==> src/inc/asp_map.svh <==
// constants of the sequencer serial port: field positions, resets, edge counts
// Function
// RQ1: sixteen-bit write-only channel list shifted from input
// RQ2: list loads only right after walk0 list1 write
// RQ3: list bit 15 is channel 0, bit 0 channel 15
// RQ4: list mode steps upward through enabled channels, wrapping
// RQ5: all-zero list selects channel 15 alone
// RQ6: write with walk0 list0 returns to direct mode
// RQ7: direct mode converts channel of preceding write
// RQ8: walk1 list1 steps consecutive channels without writes
// RQ9: counter runs from 0 up to channel field
// RQ10: walk1 list0 write keeps running sequence intact
// RQ11: select fall holds sampler, drives output, starts conversion
// RQ12: track at edge 14, list frames hold until rise
// RQ13: output floats at edge 16 when weak drive off
// RQ14: frame is channel number then twelve result bits
// RQ15: channel msb at select fall, rest on falls
// RQ16: write bit set loads control over 13 edges
// RQ17: write bit clear leaves control untouched
// RQ18: list load shifts 16 bits, commits on rise
// RQ19: host gives 17 clocks when enabling channel 15
// RQ20: weak drive keeps next channel msb driven weakly
// RQ21: host captures msb on first falling edge
// RQ22: both power bits high keep device powered
// RQ23: reset selects auto shutdown until first select fall
// RQ24: auto shutdown powers down after edge 14
// RQ25: host discards the dummy conversion after wake-up; the bench checks it like any other frame
`ifndef ASP_MAP_SVH
`define ASP_MAP_SVH
`define ASP_CTL_WRITE 12
`define ASP_CTL_WALK 11
`define ASP_CTL_LIST 10
`define ASP_CTL_CHAN_HI 9
`define ASP_CTL_CHAN_LO 6
`define ASP_CTL_PM_HI 5
`define ASP_CTL_PM_LO 4
`define ASP_CTL_WEAK 3
`define ASP_CTL_AUX_HI 2
`define ASP_CTL_RESET 13'h0000
`define ASP_LIST_RESET 16'h0000
`define ASP_LIST_ZERO_SEL 16'h0001
`define ASP_PIN_RESET 3'h6
`define ASP_EDGE_ADDR_END 5'h02
`define ASP_EDGE_CTRL 5'h0C
`define ASP_EDGE_TRACK 5'h0D
`define ASP_EDGE_LAST 5'h0F
`define ASP_EDGE_SAT 5'h11
`define ASP_LIST_BITS 5'h10
`endif

==> src/inc/asp_pkg.sv <==
// types of the sequencer serial port
package asp_pkg;
  typedef enum logic [1:0] {ASP_DIRECT, ASP_LIST, ASP_COUNT} asp_mode_t;
endpackage : asp_pkg

==> src/logic/asp_buf2.sv <==
// two-entry result buffer between converter core and output shifter
`timescale 1ns/10ps
module asp_buf2
  import asp_pkg::*;
(
  input wire logic clk, // core clock
  input wire logic rst, // synchronous reset
  input wire logic [11:0] in_data, // word from converter
  input wire logic in_valid, // word offered
  output logic in_ready, // room for a word
  output logic [11:0] out_data, // oldest word
  output logic out_valid, // a word is held
  input wire logic out_ready // word taken
);
  logic [11:0] mem_ff [2];
  logic wr_ff;
  logic rd_ff;
  logic [1:0] cnt_ff;
  logic rdy_ff;
  wire do_wr = in_valid & in_ready;
  wire do_rd = out_valid & out_ready;
  wire [1:0] nxt_cnt = cnt_ff + {1'b0, do_wr} - {1'b0, do_rd};

  // registered so the ready port leaves the block from a flop
  assign in_ready = rdy_ff;
  assign out_valid = |cnt_ff;
  assign out_data = mem_ff[rd_ff];

  always_ff @(posedge clk)
  begin
    if (rst)
    begin
      wr_ff <= 1'b0;
      rd_ff <= 1'b0;
      cnt_ff <= 2'h0;
      rdy_ff <= 1'b1;
    end
    else
    begin
      wr_ff <= wr_ff ^ do_wr;
      rd_ff <= rd_ff ^ do_rd;
      cnt_ff <= nxt_cnt;
      rdy_ff <= ~nxt_cnt[1];
    end
  end

  always_ff @(posedge clk)
  begin
    if (do_wr)
      mem_ff[wr_ff] <= in_data;
  end
endmodule : asp_buf2

==> src/logic/asp_serial_ctrl.sv <==
// serial port, channel sequencer and power control of the converter
`timescale 1ns/10ps
`include "asp_map.svh"
module asp_serial_ctrl
  import asp_pkg::*;
(
  input wire logic CORE_CLK, // 50 MHz core clock
  input wire logic RST, // synchronous reset, high
  input wire logic CHIP_SELECT_N, // frame select pin, low active
  input wire logic SCLK, // serial clock pin
  input wire logic SDI, // serial data in pin
  output logic DOUT_O, // data out level
  output logic DOUT_OE, // data out driven
  output logic DOUT_WEAK, // drive is weak only
  output logic HOLD, // sampler in hold
  output logic POWER_UP, // analog core powered
  output logic CONV_START, // start conversion pulse
  output logic [3:0] CONV_CHAN, // channel being converted
  output logic [2:0] CTRL_AUX, // range, coding, input type bits
  input wire logic [11:0] RES_DATA, // converter result
  input wire logic RES_VALID, // result offered
  output logic RES_READY // result buffer has room
);
  logic [2:0] s1_ff;
  logic [2:0] s2_ff;
  logic [2:0] s3_ff;
  logic [4:0] edge_ff;
  logic [15:0] in_sh_ff;
  logic [12:0] ctrl_ff;
  logic [15:0] list_ff;
  logic list_pend_ff;
  logic list_frame_ff;
  asp_mode_t mode_ff;
  logic [3:0] ptr_ff;
  logic [3:0] ctr_ff;
  logic [11:0] data_ff;
  logic dout_ff;
  logic oe_ff;
  logic weak_ff;
  logic hold_ff;
  logic pwr_ff;
  logic start_ff;
  logic [3:0] chan_ff;
  logic commit_d_ff;
  logic [11:0] buf_data;
  logic buf_valid;
  logic buf_in_ready;

  // chooses the first enabled channel at or above start, wrapping
  function automatic logic [3:0] asp_next_chan(input logic [15:0] en, input logic [3:0] start);
    logic [3:0] res;
    logic found;
    res = 4'hF;
    found = 1'b0;
    for (int i = 0; i < 16; i++)
    begin
      if (!found && en[4'(start + 4'(i))])
      begin
        res = 4'(start + 4'(i));
        found = 1'b1;
      end
    end
    return res;
  endfunction : asp_next_chan

  // pins pass two flops; edges compare second and third stage only
  wire cs_n_s = s2_ff[2];
  wire cs_fall = s3_ff[2] & ~cs_n_s;
  wire cs_rise = ~s3_ff[2] & cs_n_s;
  wire sck_fall = s3_ff[1] & ~s2_ff[1] & ~cs_n_s & ~cs_fall;
  wire sdi_s = s2_ff[0];

  wire [3:0] chan_field = ctrl_ff[`ASP_CTL_CHAN_HI:`ASP_CTL_CHAN_LO];
  wire pm_hi = ctrl_ff[`ASP_CTL_PM_HI];
  wire weak_bit = ctrl_ff[`ASP_CTL_WEAK];

  wire [15:0] eff_list = (list_ff == 16'h0000) ? `ASP_LIST_ZERO_SEL : list_ff; // RQ5
  wire [15:0] chan_en;
  genvar g;
  generate
    for (g = 0; g < 16; g++)
    begin : g_map
      assign chan_en[g] = eff_list[15 - g]; // RQ3
    end
  endgenerate

  wire [3:0] list_chan = asp_next_chan(chan_en, ptr_ff); // RQ4
  wire [3:0] next_chan = (mode_ff == ASP_LIST) ? list_chan :
                         (mode_ff == ASP_COUNT) ? ctr_ff : chan_field; // RQ7 RQ8

  wire edge_ctrl = sck_fall & (edge_ff == `ASP_EDGE_CTRL);
  wire edge_track = sck_fall & (edge_ff == `ASP_EDGE_TRACK);
  wire edge_last = sck_fall & (edge_ff == `ASP_EDGE_LAST);
  wire edge_data = sck_fall & (edge_ff == `ASP_EDGE_ADDR_END);
  wire [12:0] ctrl_word = {in_sh_ff[11:0], sdi_s};
  wire ctrl_wr = edge_ctrl & ~list_frame_ff & ctrl_word[`ASP_CTL_WRITE]; // RQ16 RQ17
  wire wr_walk = ctrl_word[`ASP_CTL_WALK];
  wire wr_list = ctrl_word[`ASP_CTL_LIST];
  wire list_commit = cs_rise & list_frame_ff & (edge_ff >= `ASP_LIST_BITS); // RQ18
  wire [15:0] frame_word = {chan_ff, data_ff}; // RQ14
  wire [3:0] out_idx = 4'hE - edge_ff[3:0];
  wire pop = edge_data & buf_valid;

  asp_buf2 u_buf (
    .clk(CORE_CLK),
    .rst(RST),
    .in_data(RES_DATA),
    .in_valid(RES_VALID),
    .in_ready(buf_in_ready),
    .out_data(buf_data),
    .out_valid(buf_valid),
    .out_ready(pop)
  );

  always_ff @(posedge CORE_CLK)
  begin
    if (RST)
    begin
      s1_ff <= `ASP_PIN_RESET;
      s2_ff <= `ASP_PIN_RESET;
      s3_ff <= `ASP_PIN_RESET;
    end
    else
    begin
      s1_ff <= {CHIP_SELECT_N, SCLK, SDI};
      s2_ff <= s1_ff;
      s3_ff <= s2_ff;
    end
  end

  // falling-edge count and input shifter
  always_ff @(posedge CORE_CLK)
  begin
    if (RST || cs_fall)
      edge_ff <= 5'h00;
    else if (sck_fall && edge_ff != `ASP_EDGE_SAT)
      edge_ff <= edge_ff + 5'h01;
  end

  always_ff @(posedge CORE_CLK)
  begin
    if (RST)
      in_sh_ff <= 16'h0000;
    else if (sck_fall && edge_ff <= `ASP_EDGE_LAST)
      in_sh_ff <= {in_sh_ff[14:0], sdi_s}; // RQ1
  end

  always_ff @(posedge CORE_CLK)
  begin
    if (RST)
      ctrl_ff <= `ASP_CTL_RESET; // RQ23
    else if (ctrl_wr)
      ctrl_ff <= ctrl_word; // RQ16
  end

  always_ff @(posedge CORE_CLK)
  begin
    if (RST)
      list_ff <= `ASP_LIST_RESET;
    else if (list_commit)
      list_ff <= in_sh_ff; // RQ18
  end

  // list load is armed only by the write just before it
  always_ff @(posedge CORE_CLK)
  begin
    if (RST)
    begin
      list_pend_ff <= 1'b0;
      list_frame_ff <= 1'b0;
    end
    else if (cs_fall)
    begin
      list_frame_ff <= list_pend_ff; // RQ2
      list_pend_ff <= 1'b0;
    end
    else if (ctrl_wr)
      list_pend_ff <= ~wr_walk & wr_list; // RQ2
    else if (cs_rise)
      list_frame_ff <= 1'b0;
  end

  // sequence state; a walk1 list0 write leaves it untouched
  always_ff @(posedge CORE_CLK)
  begin
    if (RST)
    begin
      mode_ff <= ASP_DIRECT;
      ptr_ff <= 4'h0;
      ctr_ff <= 4'h0;
    end
    else if (list_commit)
    begin
      mode_ff <= ASP_LIST;
      ptr_ff <= 4'h0;
    end
    else if (ctrl_wr && !(wr_walk && !wr_list)) // RQ10
    begin
      mode_ff <= (wr_walk && wr_list) ? ASP_COUNT : ASP_DIRECT; // RQ8 RQ6
      ctr_ff <= 4'h0;
    end
    else if (cs_fall)
    begin
      unique case (mode_ff)
        ASP_LIST: ptr_ff <= list_chan + 4'h1; // RQ4
        ASP_COUNT: ctr_ff <= (ctr_ff == chan_field) ? 4'h0 : ctr_ff + 4'h1; // RQ9
        ASP_DIRECT: ptr_ff <= ptr_ff;
      endcase
    end
  end

  // result fetched before the first data bit goes out; empty gives zeros
  always_ff @(posedge CORE_CLK)
  begin
    if (RST || cs_fall)
      data_ff <= 12'h000;
    else if (edge_data)
      data_ff <= buf_valid ? buf_data : 12'h000;
  end

  always_ff @(posedge CORE_CLK)
  begin
    if (RST)
    begin
      chan_ff <= 4'h0;
      start_ff <= 1'b0;
    end
    else
    begin
      start_ff <= cs_fall; // RQ11
      if (cs_fall)
        chan_ff <= next_chan;
    end
  end

  // one cycle after a list commit the new first channel is known
  always_ff @(posedge CORE_CLK)
  begin
    if (RST)
      commit_d_ff <= 1'b0;
    else
      commit_d_ff <= list_commit;
  end

  // data out: strong from select fall, floated or weak after edge 16
  always_ff @(posedge CORE_CLK)
  begin
    if (RST)
    begin
      dout_ff <= 1'b0;
      oe_ff <= 1'b0;
      weak_ff <= 1'b0;
    end
    else if (cs_fall)
    begin
      dout_ff <= next_chan[3]; // RQ15
      oe_ff <= 1'b1; // RQ11
      weak_ff <= 1'b0;
    end
    else if (edge_last || (cs_rise && edge_ff <= `ASP_EDGE_LAST && !weak_ff))
    begin
      dout_ff <= next_chan[3]; // RQ20
      oe_ff <= weak_bit; // RQ13
      weak_ff <= weak_bit; // RQ20
    end
    else if (commit_d_ff && weak_ff)
      dout_ff <= next_chan[3]; // RQ20
    else if (sck_fall && edge_ff < `ASP_EDGE_LAST)
      dout_ff <= frame_word[out_idx]; // RQ14 RQ15
  end

  // sampler and power; reset leaves the core asleep in hold
  always_ff @(posedge CORE_CLK)
  begin
    if (RST)
    begin
      hold_ff <= 1'b1;
      pwr_ff <= 1'b0; // RQ23
    end
    else if (cs_fall)
    begin
      hold_ff <= 1'b1; // RQ11
      pwr_ff <= 1'b1; // RQ24
    end
    else if (edge_track && !list_frame_ff)
    begin
      hold_ff <= ~pm_hi; // RQ12 RQ24
      pwr_ff <= pm_hi; // RQ22 RQ24
    end
    else if (edge_track)
      pwr_ff <= pm_hi;
    else if (list_commit)
      hold_ff <= ~pwr_ff; // RQ12 RQ18
  end

  assign DOUT_O = dout_ff;
  assign DOUT_OE = oe_ff;
  assign DOUT_WEAK = weak_ff;
  assign HOLD = hold_ff;
  assign POWER_UP = pwr_ff;
  assign CONV_START = start_ff;
  assign CONV_CHAN = chan_ff;
  assign CTRL_AUX = ctrl_ff[`ASP_CTL_AUX_HI:0];
  assign RES_READY = buf_in_ready;
endmodule : asp_serial_ctrl

==> config.mk <==
export PLATFORM = sky130hd
export DESIGN_NAME = asp_serial_ctrl
export DESIGN_NICKNAME = d
export VERILOG_FILES = /design/src/inc/asp_pkg.sv /design/src/logic/asp_buf2.sv /design/src/logic/asp_serial_ctrl.sv
export VERILOG_INCLUDE_DIRS = /design/src /design/src/inc
export SDC_FILE = /design/constraint.sdc
export NUM_CORES = 1
export LEC_CHECK = 0
export ABC_AREA = 0
export BUFFER_PORTS_ARGS = -buffer_cell sky130_fd_sc_hd__buf_2
export CORE_MARGIN = 2
export CORE_UTILIZATION = 45
export DETAILED_ROUTE_END_ITERATION = 16
export PLACE_DENSITY = 0.69
export SETUP_SLACK_MARGIN = 0.2
export SLEW_MARGIN = 10
export SYNTH_ARGS = -nofsm -noshare
export SYNTH_HDL_FRONTEND = slang
export SYNTH_SLANG_ARGS = --single-unit
==> constraint.sdc <==
create_clock -name CORE_CLK -period 7.9 [get_ports CORE_CLK]
set_clock_uncertainty 0.1 [all_clocks]
set_input_delay 0.395 -clock CORE_CLK [delete_from_list [all_inputs] [get_ports CORE_CLK]]
set_output_delay 0.395 -clock CORE_CLK [all_outputs]
set_load 0.01 [all_outputs]
# == After elaboration in Yosys (flattened, before gate mapping) ==
# Memory sizes are Yosys's and may differ from the RTL's. A register that Yosys moved wholly into a read port is not among the register bits.
# Cells that the tools add are included.
# word_totals
out_inout_bits,14
mem_count,1
ramBits,24
regBits,96
inputBits,18
# classes
bitwise_logic,30
n_addsub,21
muxes,94
n_reduce_logical,62
order_cmp,20
n_eq_ne,10
# memory_table
memory,words,word_bits,read_ports,rd_clocked_by_memory_dff,wr,line_no,rtl
u_buf.mem_ff,2,12,1,1,1,asp_buf2.sv:15,logic [11:0] mem_ff [2];
# op_table
op,n
4-bit 2-to-1 mux,22
4-bit by 5-bit < comparator with 1-bit output (second input constant),17
1-bit binary-select mux with 4-bit select,17
1-bit 2-to-1 mux,52
4-bit adder (second input constant),8
1-bit logical AND,25
1-bit zero test,19
1-bit AND,17
4-bit by 3-bit adder with 4-bit output (second input constant),4
16-bit zero test,1
16-bit 2-to-1 mux,1
5-bit by 4-bit equality test with 1-bit output (second input constant),3
4-bit by 1-bit adder with 4-bit output (second input constant),3
12-bit 2-to-1 mux,1
2-bit nonzero test,6
1-bit inverter,11
4-bit by 2-bit adder with 4-bit output (second input constant),2
3-bit AND reduction,2
2-bit OR reduction,3
5-bit by 1-bit adder with 5-bit output (second input constant),1
5-bit by 2-bit equality test with 1-bit output (second input constant),1
5-bit greater-or-equal comparator (second input constant),1
5-bit by 4-bit <= comparator with 1-bit output (second input constant),1
5-bit by 4-bit < comparator with 1-bit output (second input constant),1
other kinds (15),18

# == Depth between registers and ports, before layout ==
# Gate-level depths: netlist (run 1).
# depth
word_depth,54
ltp_mapped,20
depth_no_buf,14

# == By module ==
# Synthesis (run 1) repeated with hierarchy kept, for this count alone.
# unflattened
hier_cells,784
area_unflattened_um2,6981.7
# modules_own_cells
module,area_per_inst_um2,instances,cells_each,seq_area_each_um2
asp_serial_ctrl,5858.1,1,720,1781.7
asp_buf2,1123.6,1,64,820.8

# == Worst setup path before layout (run 1) ==
# No wires, ideal clock.
# synth_path
path_type,register -> register
start,reg ptr_ff[0]
end,reg ptr_ff[3]
path_buffers,6
path_stages_with_launch,20
setup_ns,0.103
t_arrival_ns,4.263
synth_period_minus_slack_ns,4.466
setup_slack_ns,3.434
required_ns,7.697
cell_sequence,dfxtp_1 buf_6 buf_6 buf_4 inv_1 ha_1 buf_4 clkbuf_1 inv_1 o311ai_0 a22o_1 buf_2 or3b_2 or3_1 nand4_1 a22oi_1 o32ai_1 nand4b_1 xnor2_1 a2111oi_2
# synth_between
elab_chain_cells,49
word_cells_on_any_way,109
classes_between,add/sub: 16; mux: 63; reduce/logical: 30
# synth_lines
element,line_no,rtl
from (decl),asp_serial_ctrl.sv:34,logic [3:0] ptr_ff;
from (signal assigned),asp_serial_ctrl.sv:205,ASP_LIST: ptr_ff <= list_chan + 4'h1;
from (signal assigned),asp_serial_ctrl.sv:207,ASP_DIRECT: ptr_ff <= ptr_ff;
branches (longest 47 deep; another with 4-bit by 1-bit adder with 4-bit output),n/a,
4-bit 2-to-1 mux *,asp_serial_ctrl.sv:57,if (!found && en[4'(start + 4'(i))])
4-bit by 1-bit adder with 4-bit output *,asp_serial_ctrl.sv:205,
# Mark *: on every way between the ends. The select of a mux whose other input is x is not followed.
# A chain may end at the register's enable or synchronous reset.

# == Worst setup path in the final report (run 1) ==
# layout_path
start,reg ptr_ff[1]
end,reg ptr_ff[3]
# Same word-level chain as after synthesis.

==> metrics.txt, run 1 <==
Post-Synthesis Cells=760; Synth Area in Adders=3.57%; fin cells=971; largest family of logic cells by synthesized area=simple AND/OR/NAND/NOR gates; vias in the first global route=between 5k and 6k; CTS Buffer Depth=2; Inst Count DP=939; maximum fanout along the worst path=24; CP Launch Type=flip-flop; GR Util All Layers=21.6%; post-synth cell types=89; largest area contributor in the netlist=dfxtp_1; met1 Use GR=28.3%; hold crit path type=in -> reg; Final nets=approximately 810; routability cong.=0.923; synth warn=0; antenna fix cells=0; Final Util=51.4%; Die Span Y=between 100 and 150 um; H-tree depth=4; FFs w/ async S/R, synth=0%; number of synthesized flops with an enable pin=24; status=finished, final reports clean; Die W=129 um; core area=15,200 um2; slowest cell on the critical path=dfxtp_1; io pins=32; leakage=3.01 nW; power density cells=185 nW/um2; critical setup path kind=reg -> reg; Area Growth Syn to Fin=11.4%; gr busiest metal=met2; simple-gate share of the synthesized area=19.4%; setup TNS=0 ps; Post-synth top flop=dfxtp_1; hold_buf cts=0; worst vdd ir=199 uV; DRT iter0 DRCs=570; largest cells by area after synthesis=dfxtp_1 27%, edfxtp_1 10%, mux2i_1 5.7%; Max Slew Vio Count=0; final hold vios=0; CTS tree=built; global-route wire length before repair=28.5 mm; syn_nets=798; routed wire length=~17 mm; post-synth top area share=26.8%; initial antenna violation count=0; Max Cap Violations=0; Layout Cell Area excl Fill=7810 um2; Tot Pwr=1.44 mW; met2 usage=35.3%; post-layout min period=5950 ps; largest net degree at the start of global routing=66; Via Count=5,845; Final ANT Viol Nets=0; Arrival @ worst endpoint=6160 ps; clk slew on worst S/H paths=60 ps; FF+latch count, synth=118; Worst Setup End Kind=flip-flop; Root Buffer Master=clkbuf_16; # resized after CTS=0; RSZ-0062 raised after global routing=false; Peak Freq=0.168 GHz; TritonRoute pass-1 iters=5; max incr delay on CP=1050 ps; die area=16,600 um2; Final Cycle Share=approximately three quarters; final setup fails=0; mux cell area share after synthesis=15.1%; Starting Density=a little under half; sequential area share after synthesis=37.1%; CTS Buf Count=17; drt via density=6.02; gr ovfl total=0; DRC Markers=0; PortBufs=31; FP Rows=45; post-CTS setup buffers=0; DP Area=around 7200 um2; Final HPWL DP=roughly 12 mm; Worst Max-Slew Pin Slew=1130 ps; post-synthesis compound-gate area fraction=17.3%; syn avg cell area=9.23 um2; Post-Synth XOR/XNOR Area=3.12%; met3 Usage GRT=between 4 and 5%; worst skew pair latency=410 ps; Mapped Area=roughly 7000 um2; share of layout cells above drive strength 1=approximately 17%; Wirelength per Cell=17.7 um; CTS sink count=118; most frequent CP cell=inv_1; CP cell instances=inv_1 > ha_1 > inv_1 > o311ai_0 > a22o_1 > or3b_2 > or3_1 > nand4_1 > a22oi_1 > o32ai_1 > nand4b_1 > xnor2_1 > a2111oi_2; Commonest cells post-synth=94 x dfxtp_1, 94 x nor2_1, 70 x nand2_1, 48 x a21oi_1, 40 x mux2i_1; Slew HR=24.5%; CP required=around 8100 ps
[critical path, delay by kind of cell, from the launching register on]
family | cells | cell delay (ps)
AND/OR/NAND/NOR | 4 | 1110
XOR/XNOR | 1 | 170
buffers and inverters | 2 | 680
adder cells (fa/ha/maj) | 1 | 850
AO/OA/AOI/OAI | 5 | 1860
flip-flops | 1 | 1050
[flip-flops by register name (all words and copies together) (netlist names), 2 cells and up]
name          flops
list_ff          16
ctr_ff            4
s1_ff             3
ptr_ff            4
ctrl_ff           9
s3_ff             2
u_buf.cnt_ff      2
edge_ff           5
u_buf.mem_ff     24
mode_ff           2
CONV_CHAN         4
s2_ff             3
in_sh_ff         16
data_ff          12
[where the power goes]
group          switching (mW)  internal [mW]  leakage [nW]
Combinational          0.0262         0.0170          1.74
Sequential            0.00495          0.632         0.984
Clock                   0.292          0.471         0.286
Total                   0.323           1.12          3.01
[placed cells by master, fill, tap and decap left out, types with 11 or more instances in the layout]
cell type / n
nor3_1: 15
o21ai_0: 17
mux2_2: 18
nand2_1: 70
inv_1: 23
a21oi_1: 48
mux4_2: 17
xnor2_1: 14
nand3_1: 16
buf_2: 31
ha_1: 20
mux2i_1: 40
dfxtp_1: 94
nor2_1: 94
edfxtp_1: 24
nor2b_1: 11
clkbuf_16: 17
a22oi_1: 16
xor2_1: 11
[through the flow]
| stage | hold WS [ps] | setup WS, ps |
|---|---|---|
| after floorplan | 289 | 3430 |
| after global placement | 294 | 2360 |
| after detailed placement | 300 | 2160 |
| after CTS | 52.2 | 2110 |
| after global routing | 51.9 | 1610 |
| final | 66.1 | 1950 |
[worst paths after layout]
path / from / to / slack, ps / cells past startpoint
worst max-delay path: ptr_ff[1] / ptr_ff[3] / 1950 / 13
worst min-delay path: CHIP_SELECT_N / s1_ff[2] / 70 / 2
worst max register to register: ptr_ff[1] / ptr_ff[3] / 1950 / 13
worst min register to register: s1_ff[2] / s2_ff[2] / 310 / 1
[metal layers]
layer	vias to the layer above	routed length (um)
li1	2816	-
met1	2781	7760
met2	211	8060
met3	37	963
met4	0	442
met5	-	0
[cell type report]
type                    count  area (um2)
clock buffers              17         425
repair buffers             35         185
flip-flops and latches    118        2600
inverters                  24        90.1
clock inverters            15         168
fillers                  1401        7390
multi-input cells         574        4100
well taps                 188         235
[logic make-up (layout without fill, tap and decap cells)]
kind of cell	Yosys count	in the layout
AO/OA/AOI/OAI	170	170
XOR/XNOR	25	25
adder cells (fa/ha/maj)	20	20
buffers and inverters	68	91
flip-flops	118	118
multiplexers	80	80
AND/OR/NAND/NOR	279	279
No activity file was read; power rests on OpenSTA's default activity.
==> run 2: changes to the inputs <==
Clock period 7.9 ns to 6 ns, I/O delays scaled along.
==> run 2 against run 1 <==
  * Non-clock buffer count grew 16
  * Utilization increased by 1.1 points
  * Die area did not move
  * Combinational power increased by 50%
  * Largest power group unchanged
  * Global-route usage increased by 0.19 points
  * Clock power rose by 35%
  * Worst setup slack worse by 670 ps
  * Wire length rose by 2.8%
  * First-iteration DRC count grew 0.88%
  * Highest routed layer unchanged
  * Total power up 34%
  * Fmax up 26%
  * Critical path depth stayed put
==> metrics.txt, run 2 (synthesis gave the netlist of run 1 again) <==
post-layout min period=around 4700 ps; H-tree depth=4; Peak Freq=0.212 GHz; die area=between 15,000 and 20,000 um2; routability cong.=0.973; Worst Setup End Kind=flip-flop; hold slack=just over 30 ps; Max Slew Vio Count=0; power density cells=243 nW/um2; Via Count=roughly 6k; CTS Buffer Depth=2; routed wire length=17.7 mm; largest net degree at the start of global routing=67; drt via density=5.99; status=finished, final reports clean; Die Span Y=approximately 130 um; Wirelength per Cell=17.9 um; core area=15,200 um2; biggest regs=u_buf.mem_ff: 24 flops, in_sh_ff: 16 flops, list_ff: 16 flops; CP required=6210 ps; Final Cycle Share=between 70% and 80%; CTS sink count=118; TritonRoute pass-1 iters=5; Final HPWL DP=12.3 mm; initial antenna violation count=0; worst skew pair latency=400 ps; r2r setup slk=1280 ps; Final ANT Viol Nets=0; Die W=roughly 130 um; RSZ-0062 raised after global routing=false; CTS Buf Count=17; most frequent cells in the layout=94 x dfxtp_1, 94 x nor2_1, 70 x nand2_1; worst vdd ir=210 uV; Hold Crit Start=RST; FP Rows=45; antenna fix cells=0; hold crit path type=in -> reg; share of layout cells above drive strength 1=approximately 17%; Worst Max-Slew Pin Slew=1160 ps; setup TNS=0 ps; Starting Density=46.1%; Root Buffer Master=clkbuf_16; pre-CTS WS=1400 ps; Area Growth Syn to Fin=13.9%; Slew HR=22.4%; origin of the critical flop-to-flop path=ptr_ff[0]; leakage=between 3 and 4 nW; CTS tree=built; DRT iter0 DRCs=between 500 and 600; post-CTS setup buffers=0; max FFs per register=24; PortBufs=31; critical setup path kind=reg -> reg; io pins=32; clk slew on worst S/H paths=50 ps; Final nets=824; final setup fails=0; final hold vios=0; gr ovfl total=0; CP Launch Type=flip-flop; global-route wire length before repair=between 20 and 30 mm; final worst slack=1280 ps; maximum fanout along the worst path=19; Reg with most FFs=u_buf.mem_ff; Final Util=52.5%; GR Util All Layers=21.8%; worst hold path cell count=2; DRC Markers=0; crit path launch=ptr_ff[0]; vias in the first global route=5,501; Max Cap Violations=0; Arrival @ worst endpoint=4930 ps; Reg2Reg Depth=13
==> run 2: cell types whose count changed in the layout (fill, tap and decap cells not counted) <==
cell / delta
dlygate4sd3_1: +14
inv_6: -4
clkbuf_8: +1
bufinv_16: +1
buf_4: +2
clkinv_2: +2
==> run 2: layer usage <==
layer | vias up | global-route usage (%) | share of wire [%]
li1 | 2847 | - | -
met1 | 2841 | 28.4 | 45
met2 | 200 | 35.2 | 47
met3 | 28 | 5.24 | 5.9
met4 | 0 | 8.38 | 2.2
met5 | - | 0 | 0
==> run 2: power breakdown <==
group / leakage (nW) / internal [mW] / total [mW] / switching, mW
sequential: 0.984 / 0.833 / 0.839 / 0.00672
combinational: 1.81 / 0.0283 / 0.0648 / 0.0366
clock: 0.297 / 0.667 / 1.03 / 0.367
total: 3.09 / 1.53 / 1.94 / 0.410
==> run 2: final cells by class <==
class / instances / area (um2)
fillers: 1382 / 7220
multi-input cells: 574 / 4100
flip-flops and latches: 118 / 2600
clock buffers: 18 / 439
repair buffers: 51 / 340
well taps: 188 / 235
clock inverters: 14 / 173
inverters: 24 / 90.1
==> run 2: what timing repair did <==
| item | in CTS | in global routing |
|---|---|---|
| resized for setup | 0 | 0 |
| endpoints found under the setup margin | 0 | 0 |
| endpoints found under the hold margin | 26 | 0 |
| hold buffers | 14 | 0 |
==> run 2: path summary, 6_finish.rpt <==
kind,endpoint
worst min-delay path,s2_ff[2]
worst max-delay path,DOUT_O
worst min register to register,s2_ff[2]
worst max register to register,DOUT_O
==> run 2: critical path: stages, from the launching register on <==
cell       delay, ps
dfxtp_1          320
inv_1            120
ha_1             740
mux4_2           440
mux2i_1          230
a22o_1           420
mux2i_1          230
nand2_1           80
a2111oi_0        550
o21ai_0          130
and4_1           230
a211o_2          370
or3b_1           390
a221oi_2         270
==> run 2: through the flow <==
step                area, um2  cells  power [mW]
global route             7980    987        2.00
finish                   7980    987        1.94
CTS                      7980    987        1.95
floorplan                7010    760       0.893
global placement         7230    941       0.911
detailed placement       7230    941       0.913
==> run 3: changes to the inputs <==
Settings changed: PLACE_DENSITY 0.69 to 0.72.
Clock period 6 ns to 4.2 ns, I/O delays scaled along.
==> run 3 against run 2 <==
  * Total power grew 44%
  * Worst setup slack lost 1100 ps
  * Worst hold slack gained 64 ps
  * Fmax grew 18%
  * Die area is the same
  * Critical path depth grew 2
  * Global-route usage grew 0.48 points
  * Final area grew 11%
  * Register-to-register slack lost 1100 ps
  * Utilization grew 5.9 points
  * Cell count grew 6.8%
  * Critical endpoint unchanged
  * Highest routed layer unchanged
==> metrics.txt, run 3 (synthesis gave the netlist of run 1 again) <==
TritonRoute pass-1 iters=5; biggest regs=u_buf.mem_ff: 24 flops, in_sh_ff: 16 flops, list_ff: 16 flops; io pins=32; slowest cell on the critical path=mux4_2; Arrival @ worst endpoint=approximately 4200 ps; Multi-input gate area=4420 um2; post-layout min period=~4000 ps; final setup fails=0; most frequent cells in the layout=93 x nor2_1, 91 x dfxtp_1, 69 x nand2_1; critical setup path kind=reg -> reg; worst skew pair latency=410 ps; DRC Markers=0; status=finished, final reports clean; Worst Max-Slew Pin Slew=around 1100 ps; drt via density=5.92; CTS tree=built; setup TNS=0 ps; global-route wire length before repair=roughly 30 mm; initial antenna violation count=0; clk slew on worst S/H paths=approximately 50 ps; CP Launch Type=flip-flop; hold crit path type=in -> reg; GR Util All Layers=22.3%; H-tree depth=4; Via Count=6,242; Final Cycle Share=94.8%; Worst Setup End Kind=flip-flop; Root Buffer Master=clkbuf_16; power density cells=roughly 310 nW/um2; Area Growth Syn to Fin=26.7%; CP required=4430 ps; CTS sink count=118; maximum fanout along the worst path=12; worst vdd ir=327 uV; Slew HR=between 20% and 30%; Wirelength per Cell=17.8 um; gr ovfl total=0; FP Rows=45; Final ANT Viol Nets=0; Final nets=891; hold slack=about 94 ps; fill cell count=1,258; Max Slew Vio Count=0; Final HPWL DP=13.0 mm; routed wire length=18.8 mm; PortBufs=31; max FFs per register=24; die area=16,600 um2; CTS Buffer Depth=2; antenna fix cells=0; Peak Freq=0.251 GHz; CP cell instances=buf_12 > buf_8 > mux2i_1 > mux4_2 > buf_4 > nor3_1 > a41o_1 > a41oi_1 > o21ai_1 > nor3_1 > o211ai_1 > and4_1 > a211o_2 > or3b_1 > a221oi_2; core area=~15,000 um2; largest net degree at the start of global routing=a little over 50; leakage=around 3.5 nW; DRT iter0 DRCs=506; CTS Buf Count=17; Max Cap Violations=0; Die Span Y=129 um; Die W=roughly 130 um; Reg with most FFs=u_buf.mem_ff; Seq. cell area=2610 um2; commonest non-fill, non-tap cell in the layout=nor2_1; final hold vios=0; max incr delay on CP=370 ps; vias in the first global route=5,716; most frequent CP cell=nor3_1; RSZ-0062 raised after global routing=true; Starting Density=46.1%; share of layout cells above drive strength 1=29.1%; routability cong.=approximately 0.96
run 3: critical path: cells and delay by family (launching register included):
family | cells | cell delay [ps]
and+or+nand+nor | 4 | 890
buffers and inverters | 3 | 450
AOI/OAI and AO/OA | 6 | 1450
DFF | 1 | 350
muxes | 2 | 650
run 3: routing by layer:
| layer | up-vias | track usage, % | part of all wire, % |
|---|---|---|---|
| met5 | - | 0 | 0 |
| met3 | 46 | 4.78 | 6.0 |
| met4 | 0 | 7.67 | 2.4 |
| met1 | 3007 | 29.4 | 43 |
| met2 | 219 | 36.5 | 49 |
| li1 | 2970 | - | - |
run 3: stage by stage:
step	setup slack, ps	util, %	cell area, um2	total power [mW]	instances
floorplan	139	-	7090	1.28	760
global placement	137	50.2	7630	1.30	988
detailed placement	22.7	50.2	7630	1.31	988
CTS	206	55.8	8480	2.80	1036
global route	116	58.4	8880	2.87	1054
finish	220	58.4	8880	2.79	1054
run 3: timing repair:
action,4_1_cts,5_1_grt
endpoints found under the setup margin,3,5
cloned,0,1
buffers inserted,1,17
endpoints found under the hold margin,27,0
hold buffers,15,0
pin swaps,3,15
resized for setup,13,52
run 3: worst paths after layout:
kind	startpoint	endpoint	slack (ps)	cells past startpoint
worst max-delay path	ptr_ff[1]	DOUT_O	220	15
worst min-delay path	RST	ctrl_ff[8]	90	2
worst max register to register	ptr_ff[1]	DOUT_O	220	15
worst min register to register	s1_ff[2]	s2_ff[2]	310	1
run 3: report_power, final:
part           switching (mW)  total (mW)  internal (mW)
combinational          0.0514      0.0923         0.0409
sequential            0.00983        1.20           1.19
clock                   0.520        1.50          0.975
total                   0.582        2.79           2.21
run 3: layout make-up:
class | count | share of cell area (%)
well taps | 188 | 2.65
multi-input cells | 574 | 49.7
inverters | 24 | 1.06
flip-flops and latches | 118 | 29.4
clock buffers | 19 | 5.11
repair buffers | 118 | 10.2
clock inverters | 13 | 1.92
